<file path="src/ppfr_regs.svh">
// register offsets, field positions, vectors and masks of the fault unit
`ifndef PPFR_REGS_SVH
`define PPFR_REGS_SVH

`define PPFR_ADR_CTRL       8'h00
`define PPFR_ADR_FAULT_ADDR 8'h04
`define PPFR_ADR_ERR_CODE   8'h08
`define PPFR_ADR_STATUS     8'h0c

`define PPFR_CTRL_RST       7'h00
`define PPFR_CTRL_PG_EN     0
`define PPFR_CTRL_WP        1
`define PPFR_CTRL_NX_SUP    2
`define PPFR_CTRL_NX_EN     3
`define PPFR_CTRL_LPE       4
`define PPFR_CTRL_EAE       5
`define PPFR_CTRL_LONG      6
`define PPFR_CTRL_W         7

`define PPFR_VEC_GP         8'h0d
`define PPFR_VEC_PF         8'h0e

`define PPFR_PF_P           0
`define PPFR_PF_W           1
`define PPFR_PF_U           2
`define PPFR_PF_RESERVED_BIT_FLAG        3
`define PPFR_PF_ID          4

`define PPFR_PAGING_ENABLE_BIT_BIT     31
`define PPFR_CR3_RESERVED_BIT_FLAG       64'hfff0_0000_0000_0fe7
`define PPFR_CR4_RESERVED_BIT_FLAG       64'hffff_ffff_ff80_0000
`define PPFR_CR8_RESERVED_BIT_FLAG       64'hffff_ffff_ffff_fff0
`define PPFR_CANON_HI       47

`endif

</file>
<file path="src/ppfr_pkg.sv">
// types shared by the fault unit and its neighbours
package ppfr_pkg;

	typedef enum logic [2:0] {
		OP_MEM,
		OP_FETCH,
		OP_FAR_XFER,
		OP_GATE64,
		OP_INTERRUPT_RETURN,
		OP_SS_LOAD,
		OP_CTL_WRITE,
		OP_OTHER
	} ppfr_op_t;

	typedef struct packed {
		ppfr_op_t    op;
		logic        mode64;
		logic        compat;
		logic [1:0]  current_privilege_level;
		logic [1:0]  requested_privilege_level;
		logic [1:0]  descriptor_privilege_level;
		logic        nested_task_flag;
		logic        sel_null;
		logic        ret_compat;
		logic [1:0]  ret_cpl;
		logic        is_code;
		logic        l_bit;
		logic        d_bit;
		logic [3:0]  upper_type;
		logic [3:0]  ctl_idx;
		logic [63:0] addr;
		logic [63:0] desc_addr;
		logic        desc_chk;
		logic [63:0] seg_end;
		logic        desc_load;
		logic [15:0] sel;
		logic        ext_gp;
		logic        ts_commit;
		logic        is_write;
		logic        user_mode;
		logic        present_all;
		logic        user_page;
		logic        writable;
		logic        nx_bit;
		logic        reserved_bit_flag_set;
		logic [15:0] cs;
		logic [31:0] ip;
	} ppfr_req_t;

	typedef struct packed {
		logic [7:0]  vector;
		logic [31:0] err_code;
		logic [15:0] cs;
		logic [31:0] ip;
	} ppfr_rpt_t;

	typedef enum logic [1:0] {
		ST_IDLE,
		ST_LOAD
	} ppfr_state_t;

endpackage

</file>
<file path="src/ppfr_core.sv">
// protection and translation fault detection with register slave
//
// Overview of operation
// RULE_01: protection code: selector or vector on descriptor load, else 0
// RULE_02: saved segment and pointer name the faulting instruction
// RULE_03: protection fault before task commit leaves state unchanged
// RULE_04: fault after task commit loads whole new task state, then faults
// RULE_05: 64-bit non-canonical address, target or segment end faults
// RULE_06: 64-bit gate code descriptor needs long bit set and size bit clear.
// RULE_07: interrupt return with nested task flag set faults in 64-bit mode.
// RULE_08: interrupt return null stack selector faults by target mode and privilege.
// RULE_09: code descriptor with both size and long bits set faults.
// RULE_10: call gate privilege below current or requested privilege faults.
// RULE_11: nonzero upper type of a 64-bit call gate faults.
// RULE_12: null stack selector load faults by mode and privilege.
// RULE_13: paging clear in long mode or reserved control bit set faults
// RULE_14: not-present directory or table entry raises a translation fault.
// RULE_15: user access to a supervisor page raises a translation fault.
// RULE_16: read-only page write faults from user, or supervisor with protect; code faults supervisor writes only on user pages
// RULE_17: fetch from execute-disabled page faults when the feature is on.
// RULE_18: set reserved bits in a used directory entry raise a fault
// RULE_19: present flag is 0 for not-present, 1 for protection or reserved.
// RULE_20: error code reports write direction and user privilege
// RULE_21: reserved flag shown only with large-page or extended-address on
// RULE_22: fetch flag only when execute-disable is supported and enabled
// RULE_23: every translation fault loads the faulting linear address.
// RULE_24: later fault overwrites the fault address, even mid-delivery
// RULE_25: error code bits: present 0, write 1, user 2, reserved 3, fetch 4.
// RULE_26: one exception per attempt, and no architectural results
`timescale 1ns/1ns
`include "ppfr_regs.svh"

module ppfr_core
	import ppfr_pkg::*;
(
	input  wire logic        REF_CLK_I,
	input  wire logic        RST_B_I,
	input  wire logic        CHK_VLD_I,
	input  wire ppfr_req_t   CHK_REQ_I,
	output logic             CHK_RDY_O,
	output logic             RETIRE_O,
	output logic             COMMIT_LOAD_O,
	output logic             FAULT_VLD_O,
	output ppfr_rpt_t        FAULT_O,
	input  wire logic        WB_CYC_I,
	input  wire logic        WB_STB_I,
	input  wire logic        WB_WE_I,
	input  wire logic [7:0]  WB_ADR_I,
	input  wire logic [3:0]  WB_SEL_I,
	input  wire logic [31:0] WB_DAT_I,
	output logic [31:0]      WB_DAT_O,
	output logic             WB_ACK_O
);

	function automatic logic canon_ok(input logic [63:0] a);
		canon_ok = (&a[63:`PPFR_CANON_HI]) | ~(|a[63:`PPFR_CANON_HI]);
	endfunction

	// shared by stack loads and interrupt return
	function automatic logic null_ss_bad(input logic cmp, input logic [1:0] pl,
	                                     input logic [1:0] rq);
		null_ss_bad = cmp | (pl == 2'd3) | (rq != pl);
	endfunction

	ppfr_state_t state_ff;
	logic [`PPFR_CTRL_W-1:0] ctrl_ff;
	logic [31:0] fault_addr_ff;
	logic [31:0] err_last_ff;
	logic [7:0]  vec_last_ff;
	logic [7:0]  gp_cnt_ff;
	logic [7:0]  pf_cnt_ff;
	logic        retire_ff;
	logic        commit_ff;
	logic        fvld_ff;
	ppfr_rpt_t   rpt_ff;
	ppfr_rpt_t   nxt_rpt;
	logic        ack_ff;
	logic [31:0] rdat_ff;
	logic        take;
	logic        gp_hit;
	logic        pf_hit;
	logic [31:0] gp_err;
	logic [31:0] pf_err;
	logic        prot_viol;
	logic        pg_en;
	logic        nx_on;
	logic        wb_req;
	ppfr_req_t   r;

	assign r = CHK_REQ_I;
	assign pg_en = ctrl_ff[`PPFR_CTRL_PG_EN];
	assign nx_on = ctrl_ff[`PPFR_CTRL_NX_SUP] & ctrl_ff[`PPFR_CTRL_NX_EN];
	assign CHK_RDY_O = (state_ff == ST_IDLE);
	assign take = CHK_VLD_I & CHK_RDY_O;

	// protection checks, all evaluated in parallel
	always_comb begin
		gp_hit = r.ext_gp;
		if (r.mode64) begin
			// RULE_05: canonical address checks
			if ((r.op == OP_MEM || r.op == OP_FETCH || r.op == OP_FAR_XFER ||
			     r.op == OP_GATE64) && !canon_ok(r.addr))
				gp_hit = 1'b1;
			if (r.desc_chk && !canon_ok(r.desc_addr))
				gp_hit = 1'b1;
			if ((r.op == OP_FAR_XFER || r.op == OP_GATE64) &&
			    !canon_ok(r.seg_end))
				gp_hit = 1'b1;
		end
		// RULE_06: gate target must be a long code segment
		if (r.op == OP_GATE64 && !(r.l_bit && !r.d_bit))
			gp_hit = 1'b1;
		// RULE_10: gate privilege against current and requested
		if (r.op == OP_GATE64 && (r.descriptor_privilege_level < r.current_privilege_level || r.descriptor_privilege_level < r.requested_privilege_level))
			gp_hit = 1'b1;
		// RULE_11: upper type field must be zero
		if (r.op == OP_GATE64 && r.upper_type != 4'h0)
			gp_hit = 1'b1;
		// RULE_09: size and long bits both set
		if ((r.op == OP_INTERRUPT_RETURN || r.op == OP_FAR_XFER) && r.is_code &&
		    r.d_bit && r.l_bit)
			gp_hit = 1'b1;
		// RULE_07: nested task return not allowed
		if (r.op == OP_INTERRUPT_RETURN && r.mode64 && r.nested_task_flag)
			gp_hit = 1'b1;
		// RULE_08: null stack selector on return
		if (r.op == OP_INTERRUPT_RETURN && r.mode64 && r.sel_null &&
		    null_ss_bad(r.ret_compat, r.ret_cpl, r.requested_privilege_level))
			gp_hit = 1'b1;
		// RULE_12: null stack selector load
		if (r.op == OP_SS_LOAD && r.sel_null &&
		    (r.compat || (r.mode64 && null_ss_bad(1'b0, r.current_privilege_level, r.requested_privilege_level))))
			gp_hit = 1'b1;
		// RULE_13: control register writes
		if (r.op == OP_CTL_WRITE) begin
			case (r.ctl_idx)
			4'd0: begin
				if (ctrl_ff[`PPFR_CTRL_LONG] && !r.addr[`PPFR_PAGING_ENABLE_BIT_BIT])
					gp_hit = 1'b1;
			end
			4'd3: begin
				if (|(r.addr & `PPFR_CR3_RESERVED_BIT_FLAG))
					gp_hit = 1'b1;
			end
			4'd4: begin
				if (|(r.addr & `PPFR_CR4_RESERVED_BIT_FLAG))
					gp_hit = 1'b1;
			end
			4'd8: begin
				if (|(r.addr & `PPFR_CR8_RESERVED_BIT_FLAG))
					gp_hit = 1'b1;
			end
			default: begin
			end
			endcase
		end
		// RULE_01: selector only for descriptor loads
		gp_err = r.desc_load ? {16'h0000, r.sel} : 32'h0000_0000;
	end

	// translation checks; only meaningful for memory and fetch
	always_comb begin
		// RULE_15: supervisor page from user code
		// RULE_16: write protect widens to supervisor on user pages
		prot_viol = (r.user_mode && !r.user_page) ||
		            (r.op == OP_MEM && r.is_write && !r.writable &&
		             (r.user_mode ||
		              (ctrl_ff[`PPFR_CTRL_WP] && r.user_page)));
		// RULE_17: execute-disable on fetch
		if (r.op == OP_FETCH && nx_on && r.nx_bit)
			prot_viol = 1'b1;
		// RULE_14: missing entry
		// RULE_18: reserved bits in directory entry
		pf_hit = pg_en && (r.op == OP_MEM || r.op == OP_FETCH) &&
		         (!r.present_all || prot_viol || r.reserved_bit_flag_set);
		pf_err = 32'h0000_0000;
		// RULE_25: fixed bit positions, rest zero
		// RULE_19: present reads 1 only for protection or reserved
		pf_err[`PPFR_PF_P] = r.present_all;
		// RULE_20: direction and privilege
		pf_err[`PPFR_PF_W] = (r.op == OP_MEM) & r.is_write;
		pf_err[`PPFR_PF_U] = r.user_mode;
		// RULE_21: gated by large-page or extended-address enable
		pf_err[`PPFR_PF_RESERVED_BIT_FLAG] = r.reserved_bit_flag_set & (ctrl_ff[`PPFR_CTRL_LPE] |
		                                      ctrl_ff[`PPFR_CTRL_EAE]);
		// RULE_22: fetch flag left zero while feature is off
		pf_err[`PPFR_PF_ID] = nx_on & (r.op == OP_FETCH);
	end

	always_comb begin
		nxt_rpt.cs = r.cs;
		nxt_rpt.ip = r.ip;
		// RULE_26: protection checks precede translation, one wins
		nxt_rpt.vector = gp_hit ? `PPFR_VEC_GP : `PPFR_VEC_PF;
		nxt_rpt.err_code = gp_hit ? gp_err : pf_err;
	end

	// sequencing of report, retirement and task-state load
	always_ff @(posedge REF_CLK_I or negedge RST_B_I) begin
		if (!RST_B_I) begin
			state_ff <= ST_IDLE;
			retire_ff <= 1'b0;
			commit_ff <= 1'b0;
			fvld_ff <= 1'b0;
		end else begin
			retire_ff <= 1'b0;
			commit_ff <= 1'b0;
			fvld_ff <= 1'b0;
			case (state_ff)
			ST_IDLE: begin
				if (take) begin
					// RULE_04: committed task switch loads state before fault
					if (gp_hit && r.ts_commit) begin
						commit_ff <= 1'b1;
						state_ff <= ST_LOAD;
					end else if (gp_hit || pf_hit) begin
						// RULE_03: no retire, state kept
						fvld_ff <= 1'b1;
					end else begin
						retire_ff <= 1'b1;
					end
				end
			end
			ST_LOAD: begin
				fvld_ff <= 1'b1;
				state_ff <= ST_IDLE;
			end
			default: begin
				state_ff <= ST_IDLE;
			end
			endcase
		end
	end

	// report contents held until the next fault
	always_ff @(posedge REF_CLK_I or negedge RST_B_I) begin
		if (!RST_B_I) begin
			rpt_ff <= '0;
		end else if (take && (gp_hit || pf_hit)) begin
			// RULE_02: faulting instruction, not the next one
			rpt_ff <= nxt_rpt;
		end
	end

	// last fault summary for software
	always_ff @(posedge REF_CLK_I or negedge RST_B_I) begin
		if (!RST_B_I) begin
			err_last_ff <= 32'h0000_0000;
			vec_last_ff <= 8'h00;
			gp_cnt_ff <= 8'h00;
			pf_cnt_ff <= 8'h00;
		end else if (take && (gp_hit || pf_hit)) begin
			err_last_ff <= nxt_rpt.err_code;
			vec_last_ff <= nxt_rpt.vector;
			if (gp_hit)
				gp_cnt_ff <= gp_cnt_ff + 8'h01;
			else
				pf_cnt_ff <= pf_cnt_ff + 8'h01;
		end
	end

	// fault address; hardware update beats a software write
	always_ff @(posedge REF_CLK_I or negedge RST_B_I) begin
		if (!RST_B_I) begin
			fault_addr_ff <= 32'h0000_0000;
		end else if (take && pf_hit && !gp_hit) begin
			// RULE_23: faulting linear address
			// RULE_24: no guard on delivery in flight, newest wins
			fault_addr_ff <= r.addr[31:0];
		end else if (wb_req && !ack_ff && WB_WE_I &&
		             WB_ADR_I == `PPFR_ADR_FAULT_ADDR) begin
			for (int i = 0; i < 4; i++) begin
				if (WB_SEL_I[i])
					fault_addr_ff[i*8 +: 8] <= WB_DAT_I[i*8 +: 8];
			end
		end
	end

	assign RETIRE_O = retire_ff;
	assign COMMIT_LOAD_O = commit_ff;
	assign FAULT_VLD_O = fvld_ff;
	assign FAULT_O = rpt_ff;

	// wishbone slave, one wait state, unmapped reads zero
	assign wb_req = WB_CYC_I & WB_STB_I;

	always_ff @(posedge REF_CLK_I or negedge RST_B_I) begin
		if (!RST_B_I) begin
			ack_ff <= 1'b0;
		end else begin
			ack_ff <= wb_req & ~ack_ff;
		end
	end

	always_ff @(posedge REF_CLK_I or negedge RST_B_I) begin
		if (!RST_B_I) begin
			ctrl_ff <= `PPFR_CTRL_RST;
		end else if (wb_req && !ack_ff && WB_WE_I && WB_SEL_I[0] &&
		             WB_ADR_I == `PPFR_ADR_CTRL) begin
			ctrl_ff <= WB_DAT_I[`PPFR_CTRL_W-1:0];
		end
	end

	always_ff @(posedge REF_CLK_I or negedge RST_B_I) begin
		if (!RST_B_I) begin
			rdat_ff <= 32'h0000_0000;
		end else if (wb_req && !ack_ff) begin
			case (WB_ADR_I)
			`PPFR_ADR_CTRL:
				rdat_ff <= {{(32-`PPFR_CTRL_W){1'b0}}, ctrl_ff};
			`PPFR_ADR_FAULT_ADDR:
				rdat_ff <= fault_addr_ff;
			`PPFR_ADR_ERR_CODE:
				rdat_ff <= err_last_ff;
			`PPFR_ADR_STATUS:
				rdat_ff <= {7'h00, CHK_RDY_O, pf_cnt_ff, gp_cnt_ff,
				            vec_last_ff};
			default:
				rdat_ff <= 32'h0000_0000;
			endcase
		end
	end

	assign WB_ACK_O = ack_ff;
	assign WB_DAT_O = rdat_ff;

	// checks on the fault path
	logic        ck_gp;
	logic        ck_pf;
	logic        ck_commit;
	assign ck_gp = take & gp_hit;
	assign ck_pf = take & pf_hit & ~gp_hit;
	assign ck_commit = take & gp_hit & r.ts_commit;

	gp_errcode_a: assert property ( // RULE_01
		@(posedge REF_CLK_I) disable iff (!RST_B_I)
		ck_gp && !r.ts_commit && !r.desc_load |=>
			FAULT_VLD_O && FAULT_O.err_code == 32'h0000_0000)
		else $error("protection error code not zero");

	saved_ip_a: assert property ( // RULE_02
		@(posedge REF_CLK_I) disable iff (!RST_B_I)
		(ck_gp || ck_pf) && !r.ts_commit |=>
			FAULT_O.ip == $past(r.ip) && FAULT_O.cs == $past(r.cs))
		else $error("saved pointer differs from faulting one");

	no_retire_a: assert property ( // RULE_03
		@(posedge REF_CLK_I) disable iff (!RST_B_I)
		ck_gp && !r.ts_commit |=> !RETIRE_O && !COMMIT_LOAD_O)
		else $error("state changed on early protection fault");

	commit_order_a: assert property ( // RULE_04
		@(posedge REF_CLK_I) disable iff (!RST_B_I)
		ck_commit |=> COMMIT_LOAD_O && !FAULT_VLD_O ##1
			FAULT_VLD_O && FAULT_O.vector == `PPFR_VEC_GP)
		else $error("task state not loaded before fault");

	canon_gp_a: assert property ( // RULE_05
		@(posedge REF_CLK_I) disable iff (!RST_B_I)
		take && r.mode64 && r.op == OP_MEM && !r.ts_commit &&
		!canon_ok(r.addr) |=>
			FAULT_VLD_O && FAULT_O.vector == `PPFR_VEC_GP)
		else $error("non-canonical address not faulted");

	nt_interrupt_return_a: assert property ( // RULE_07
		@(posedge REF_CLK_I) disable iff (!RST_B_I)
		take && r.op == OP_INTERRUPT_RETURN && r.mode64 && r.nested_task_flag |=>
			!RETIRE_O)
		else $error("nested return retired");

	ss_null_a: assert property ( // RULE_12
		@(posedge REF_CLK_I) disable iff (!RST_B_I)
		take && r.op == OP_SS_LOAD && r.sel_null && r.compat |=>
			!RETIRE_O)
		else $error("null stack load retired");

	pf_addr_a: assert property ( // RULE_23
		@(posedge REF_CLK_I) disable iff (!RST_B_I)
		ck_pf |=> fault_addr_ff == $past(r.addr[31:0]) && FAULT_VLD_O &&
			FAULT_O.vector == `PPFR_VEC_PF)
		else $error("fault address not captured");

	pf_present_a: assert property ( // RULE_19
		@(posedge REF_CLK_I) disable iff (!RST_B_I)
		ck_pf |=> FAULT_O.err_code[`PPFR_PF_P] == $past(r.present_all) &&
			FAULT_O.err_code[31:5] == 27'h0)
		else $error("translation error code wrong");

	single_exc_a: assert property ( // RULE_26
		@(posedge REF_CLK_I) disable iff (!RST_B_I)
		FAULT_VLD_O |-> !RETIRE_O && !COMMIT_LOAD_O)
		else $error("fault and retire together");

endmodule

</file>
<file path="config.mk">
export PLATFORM = sky130hd
export DESIGN_NAME = ppfr_core
export DESIGN_NICKNAME = d
export VERILOG_FILES = /design/src/ppfr_pkg.sv /design/src/ppfr_core.sv
export VERILOG_INCLUDE_DIRS = /design/src
export SDC_FILE = /design/constraint.sdc
export NUM_CORES = 1
export LEC_CHECK = 0
export BUFFER_PORTS_ARGS = -buffer_cell sky130_fd_sc_hd__buf_4
export CAP_MARGIN = 20
export CORE_AREA = 2 2 180 182
export DETAILED_ROUTE_END_ITERATION = 6
export DIE_AREA = 0 0 182 184
export REMOVE_ABC_BUFFERS = 1
export SLEW_MARGIN = 15
export SYNTH_ARGS = -nofsm -noshare
export SYNTH_HDL_FRONTEND = slang
export SYNTH_SLANG_ARGS = --single-unit
</file>
<file path="constraint.sdc">
create_clock -name REF_CLK_I -period 3.5 [get_ports REF_CLK_I]
set_input_delay 0.7 -clock REF_CLK_I [delete_from_list [all_inputs] [get_ports REF_CLK_I]]
set_output_delay 0.7 -clock REF_CLK_I [all_outputs]
set_load 0.005 [all_outputs]
</file>
==> flow_summary_export.csv <==
group,metric,value,unit
synth,netlist.area_leader.share,51.8,%
floorplanning,core_area,31400,um^2
floorplanning,die_y,184,um
cells_and_area,regArea,3980,um^2
routing,finalWirelength,26800,um
clock_tree,cts_resized,0,
setup_path,cp.arrival,3.25,ns
synth,ys.flop_type,"dfrtp_1",
cells_and_area,fillers,3151,
floorplanning,initial_core_util,24.5,%
setup_path,cp-start-kind,"input port",
synth,synth_cell_types,58,
setup_path,crit_path_max_fanout,14,
clock_tree,postCtsSetupBuffers,0,
routing,drt_iter0_drc,251,
floorplanning,dieWidth,182,um
timing,timing_hold_violations_final,0,
global_routing,grt_max_degree,62,
clock_tree,cts_tree,"yes",
cells_and_area,multi_input_area,3430,um^2
floorplanning,rows,65,
clock_tree,cts_made_buffers,17,
clock_tree,cts_sinks,159,
clock_tree,cts_root_buf,"clkbuf_16",
timing,fin_crit_sh,84.3,%
global_routing,grt_overflow_total,0,
floorplanning,die_area,33500,um^2
synth,synth.area.top_cells,"dfrtp_1 (52%), mux2_2 (9.4%), mux2i_1 (5.7%)",
timing,maxSlewHeadroom,54.7,%
routing,vias,6561,
clock_tree,ctsHoldBuffers,0,
floorplanning,ios,469,
timing,finalMaxSlewViolations,0,
synth,yosys.area.top_type,"dfrtp_1",
routing,routedWlPerCell,18.5,um
placement,io_buffers,354,
timing,tightest_slew,0.678,ns
cells_and_area,fin_util,36.5,%
synth,synthMostInstantiatedCell,"dfrtp_1",
global_routing,first_global_vias,6781,
power_and_ir_drop,power_density,429,nW/um^2
synth,avgSynthCellArea,11.5,um^2
power_and_ir_drop,ir_worst_vdd,0.314,mV
run,max_cap_violations,0,
min_path,hold_path_class,"in2async",
timing,fin_tns_setup,0,ns
setup_path,required,3.80,ns
synth,synth-edff-count,0,
cells_and_area,num-nets-final,1385,
setup_path,cp-end-kind,"register",
routing,drc,0,
routing,viasPerCell,4.51,
global_routing,antenna_found_initial,2,
clock_tree,cts.path.max_buffers,2,
routing,antenna_left,0,
timing,setup_viol,0,
synth,yosysWarningCount,0,
synth,synthTopCellsByCount,"dfrtp_1 (159), mux2_2 (64), nor2_1 (51), mux2i_1 (44), nand2_1 (36)",
timing,layout_min_cycle_time,2.95,ns
run_status,status,"finished, final reports clean",
synth,async_flop_share,100,%
synth,syn_inst,670,
synth,syn_area,7680,um^2
placement,gp_congestion,0.817,
power_and_ir_drop,leakage,0.00560,uW
timing,fmax,339,MHz
timing,grt_setup_unrepaired,"false",
synth,ys_ff_latch,159,
timing,clock_skew,0.0124,ns
clock_tree,htree_levels,4,
routing,dr.pass1.iters,5,
global_routing,grt_usage,15.9,%
global_routing,grt_pass1_wl,40200,um
setup_path,crit_type,"in2reg",
clock_tree,clk_pin_slew,0.07,ns
cells_and_area,syn2layout_area_growth,49.3,%
synth,ys_seq_area_share,51.8,%
placement,dp_hpwl,21300,um
cells_and_area,drive_above_1_share,48.6,%
clock_tree,clkLatencyLatePin,0.42,ns
metal layers:
layer / vias to the layer above / GRT usage [%] / part of all wire (%)
li1: 3166 / - / -
met1: 3138 / 19.7 / 43
met2: 241 / 27.1 / 48
met3: 16 / 5.43 / 7.9
met4: 0 / 3.19 / 0.74
met5: - / 0 / 0
area by class of cell:
type | instances | area share [%]
inverters | 11 | 0.360
diodes | 2 | 0.0436
clock buffers | 18 | 3.74
well taps | 402 | 4.39
multi-input cells | 466 | 29.9
repair buffers | 382 | 25.5
flip-flops and latches | 159 | 34.7
clock inverters | 14 | 1.39
worst paths after layout:
path	startpoint	endpoint	slack, ns	depth (start not counted)
max in group asynchronous	RST_B_I	gp_cnt_ff[2]$_DFFE_PN0P_	2.37	2
worst min register to register	gp_cnt_ff[7]$_DFFE_PN0P_	gp_cnt_ff[7]$_DFFE_PN0P_	0.47	1
worst min-delay path	RST_B_I	FAULT_O[24]$_DFFE_PN0P_	0.24	1
worst max register to register	ctrl_ff[3]$_DFFE_PN0P_	pf_cnt_ff[1]$_DFFE_PN0P_	0.86	8
min in group REF_CLK_I	gp_cnt_ff[7]$_DFFE_PN0P_	gp_cnt_ff[7]$_DFFE_PN0P_	0.47	1
worst max-delay path	CHK_REQ_I[226]	gp_cnt_ff[1]$_DFFE_PN0P_	0.55	10
cell families after synthesis:
logic type / count (synthesis) / synth area share (%)
flip-flops: 159 / 51.8
AND/OR/NAND/NOR: 197 / 13.8
XOR/XNOR: 17 / 1.94
other: 1 / 0.0488
AO/OA/AOI/OAI: 115 / 10.6
multiplexers: 113 / 16.4
buffers and inverters: 64 / 4.69
adder cells (fa/ha/maj): 4 / 0.652
state kept, by name, indices dropped and copies added, names as in the netlist, 3 cells and up:
register and flops:
pf_cnt_ff 8, vec_last_ff 3, ctrl_ff 7, WB_DAT_O 32
err_last_ff 16, fault_addr_ff 32, gp_cnt_ff 8, FAULT_O 48
where the power goes:
part / internal, uW / switching (uW)
clock: 1060 / 824
sequential: 2010 / 121
combinational: 556 / 354
worst max-delay path: stages:
cell and delay, ns:
buf_4 0.12, nor4_1 0.35, nand4_1 0.23, nor4_1 0.37, nor4bb_1 0.13, o311ai_1 0.37
nand3_1 0.26, buf_4 0.27, nand2_1 0.11, mux2_2 0.34
cells in the final DEF (no fill, tap or decap), types with 3 or more instances in the layout:
cell type / n
a21oi_1: 22
nand3_1: 12
nor2_2: 3
nor2b_1: 5
xor2_1: 6
mux2i_1: 44
nor2_1: 51
buf_12: 4
a22oi_1: 9
o21ai_1: 3
ha_1: 4
dfrtp_1: 159
xnor2_1: 11
inv_1: 11
and3_1: 5
clkinv_4: 3
o21ai_0: 22
nand3b_1: 5
nor4_1: 26
a221o_1: 3
inv_6: 3
a21oi_2: 20
buf_4: 377
mux4_2: 4
conb_1: 20
nand4_1: 22
nor3_1: 9
nand2_1: 36
clkbuf_16: 17
clkinvlp_4: 4
mux2_2: 64
a22o_1: 22
per-stage QoR:
stage / area (um^2) / hold slack (ns) / setup slack, ns / power, uW / instances
2_1_floorplan: 7430 / 0.404 / -1.79 / 2450 / 636
3_3_place_gp: 10900 / 0.459 / 0.0200 / 3070 / 1420
3_5_place_dp: 10900 / 0.460 / 0.116 / 3090 / 1420
4_1_cts: 11500 / 0.251 / 0.550 / 5020 / 1452
5_1_grt: 11500 / 0.267 / 0.378 / 5180 / 1452
6_report: 11500 / 0.239 / 0.550 / 4920 / 1454
Power figures use the tool's default switching activity.
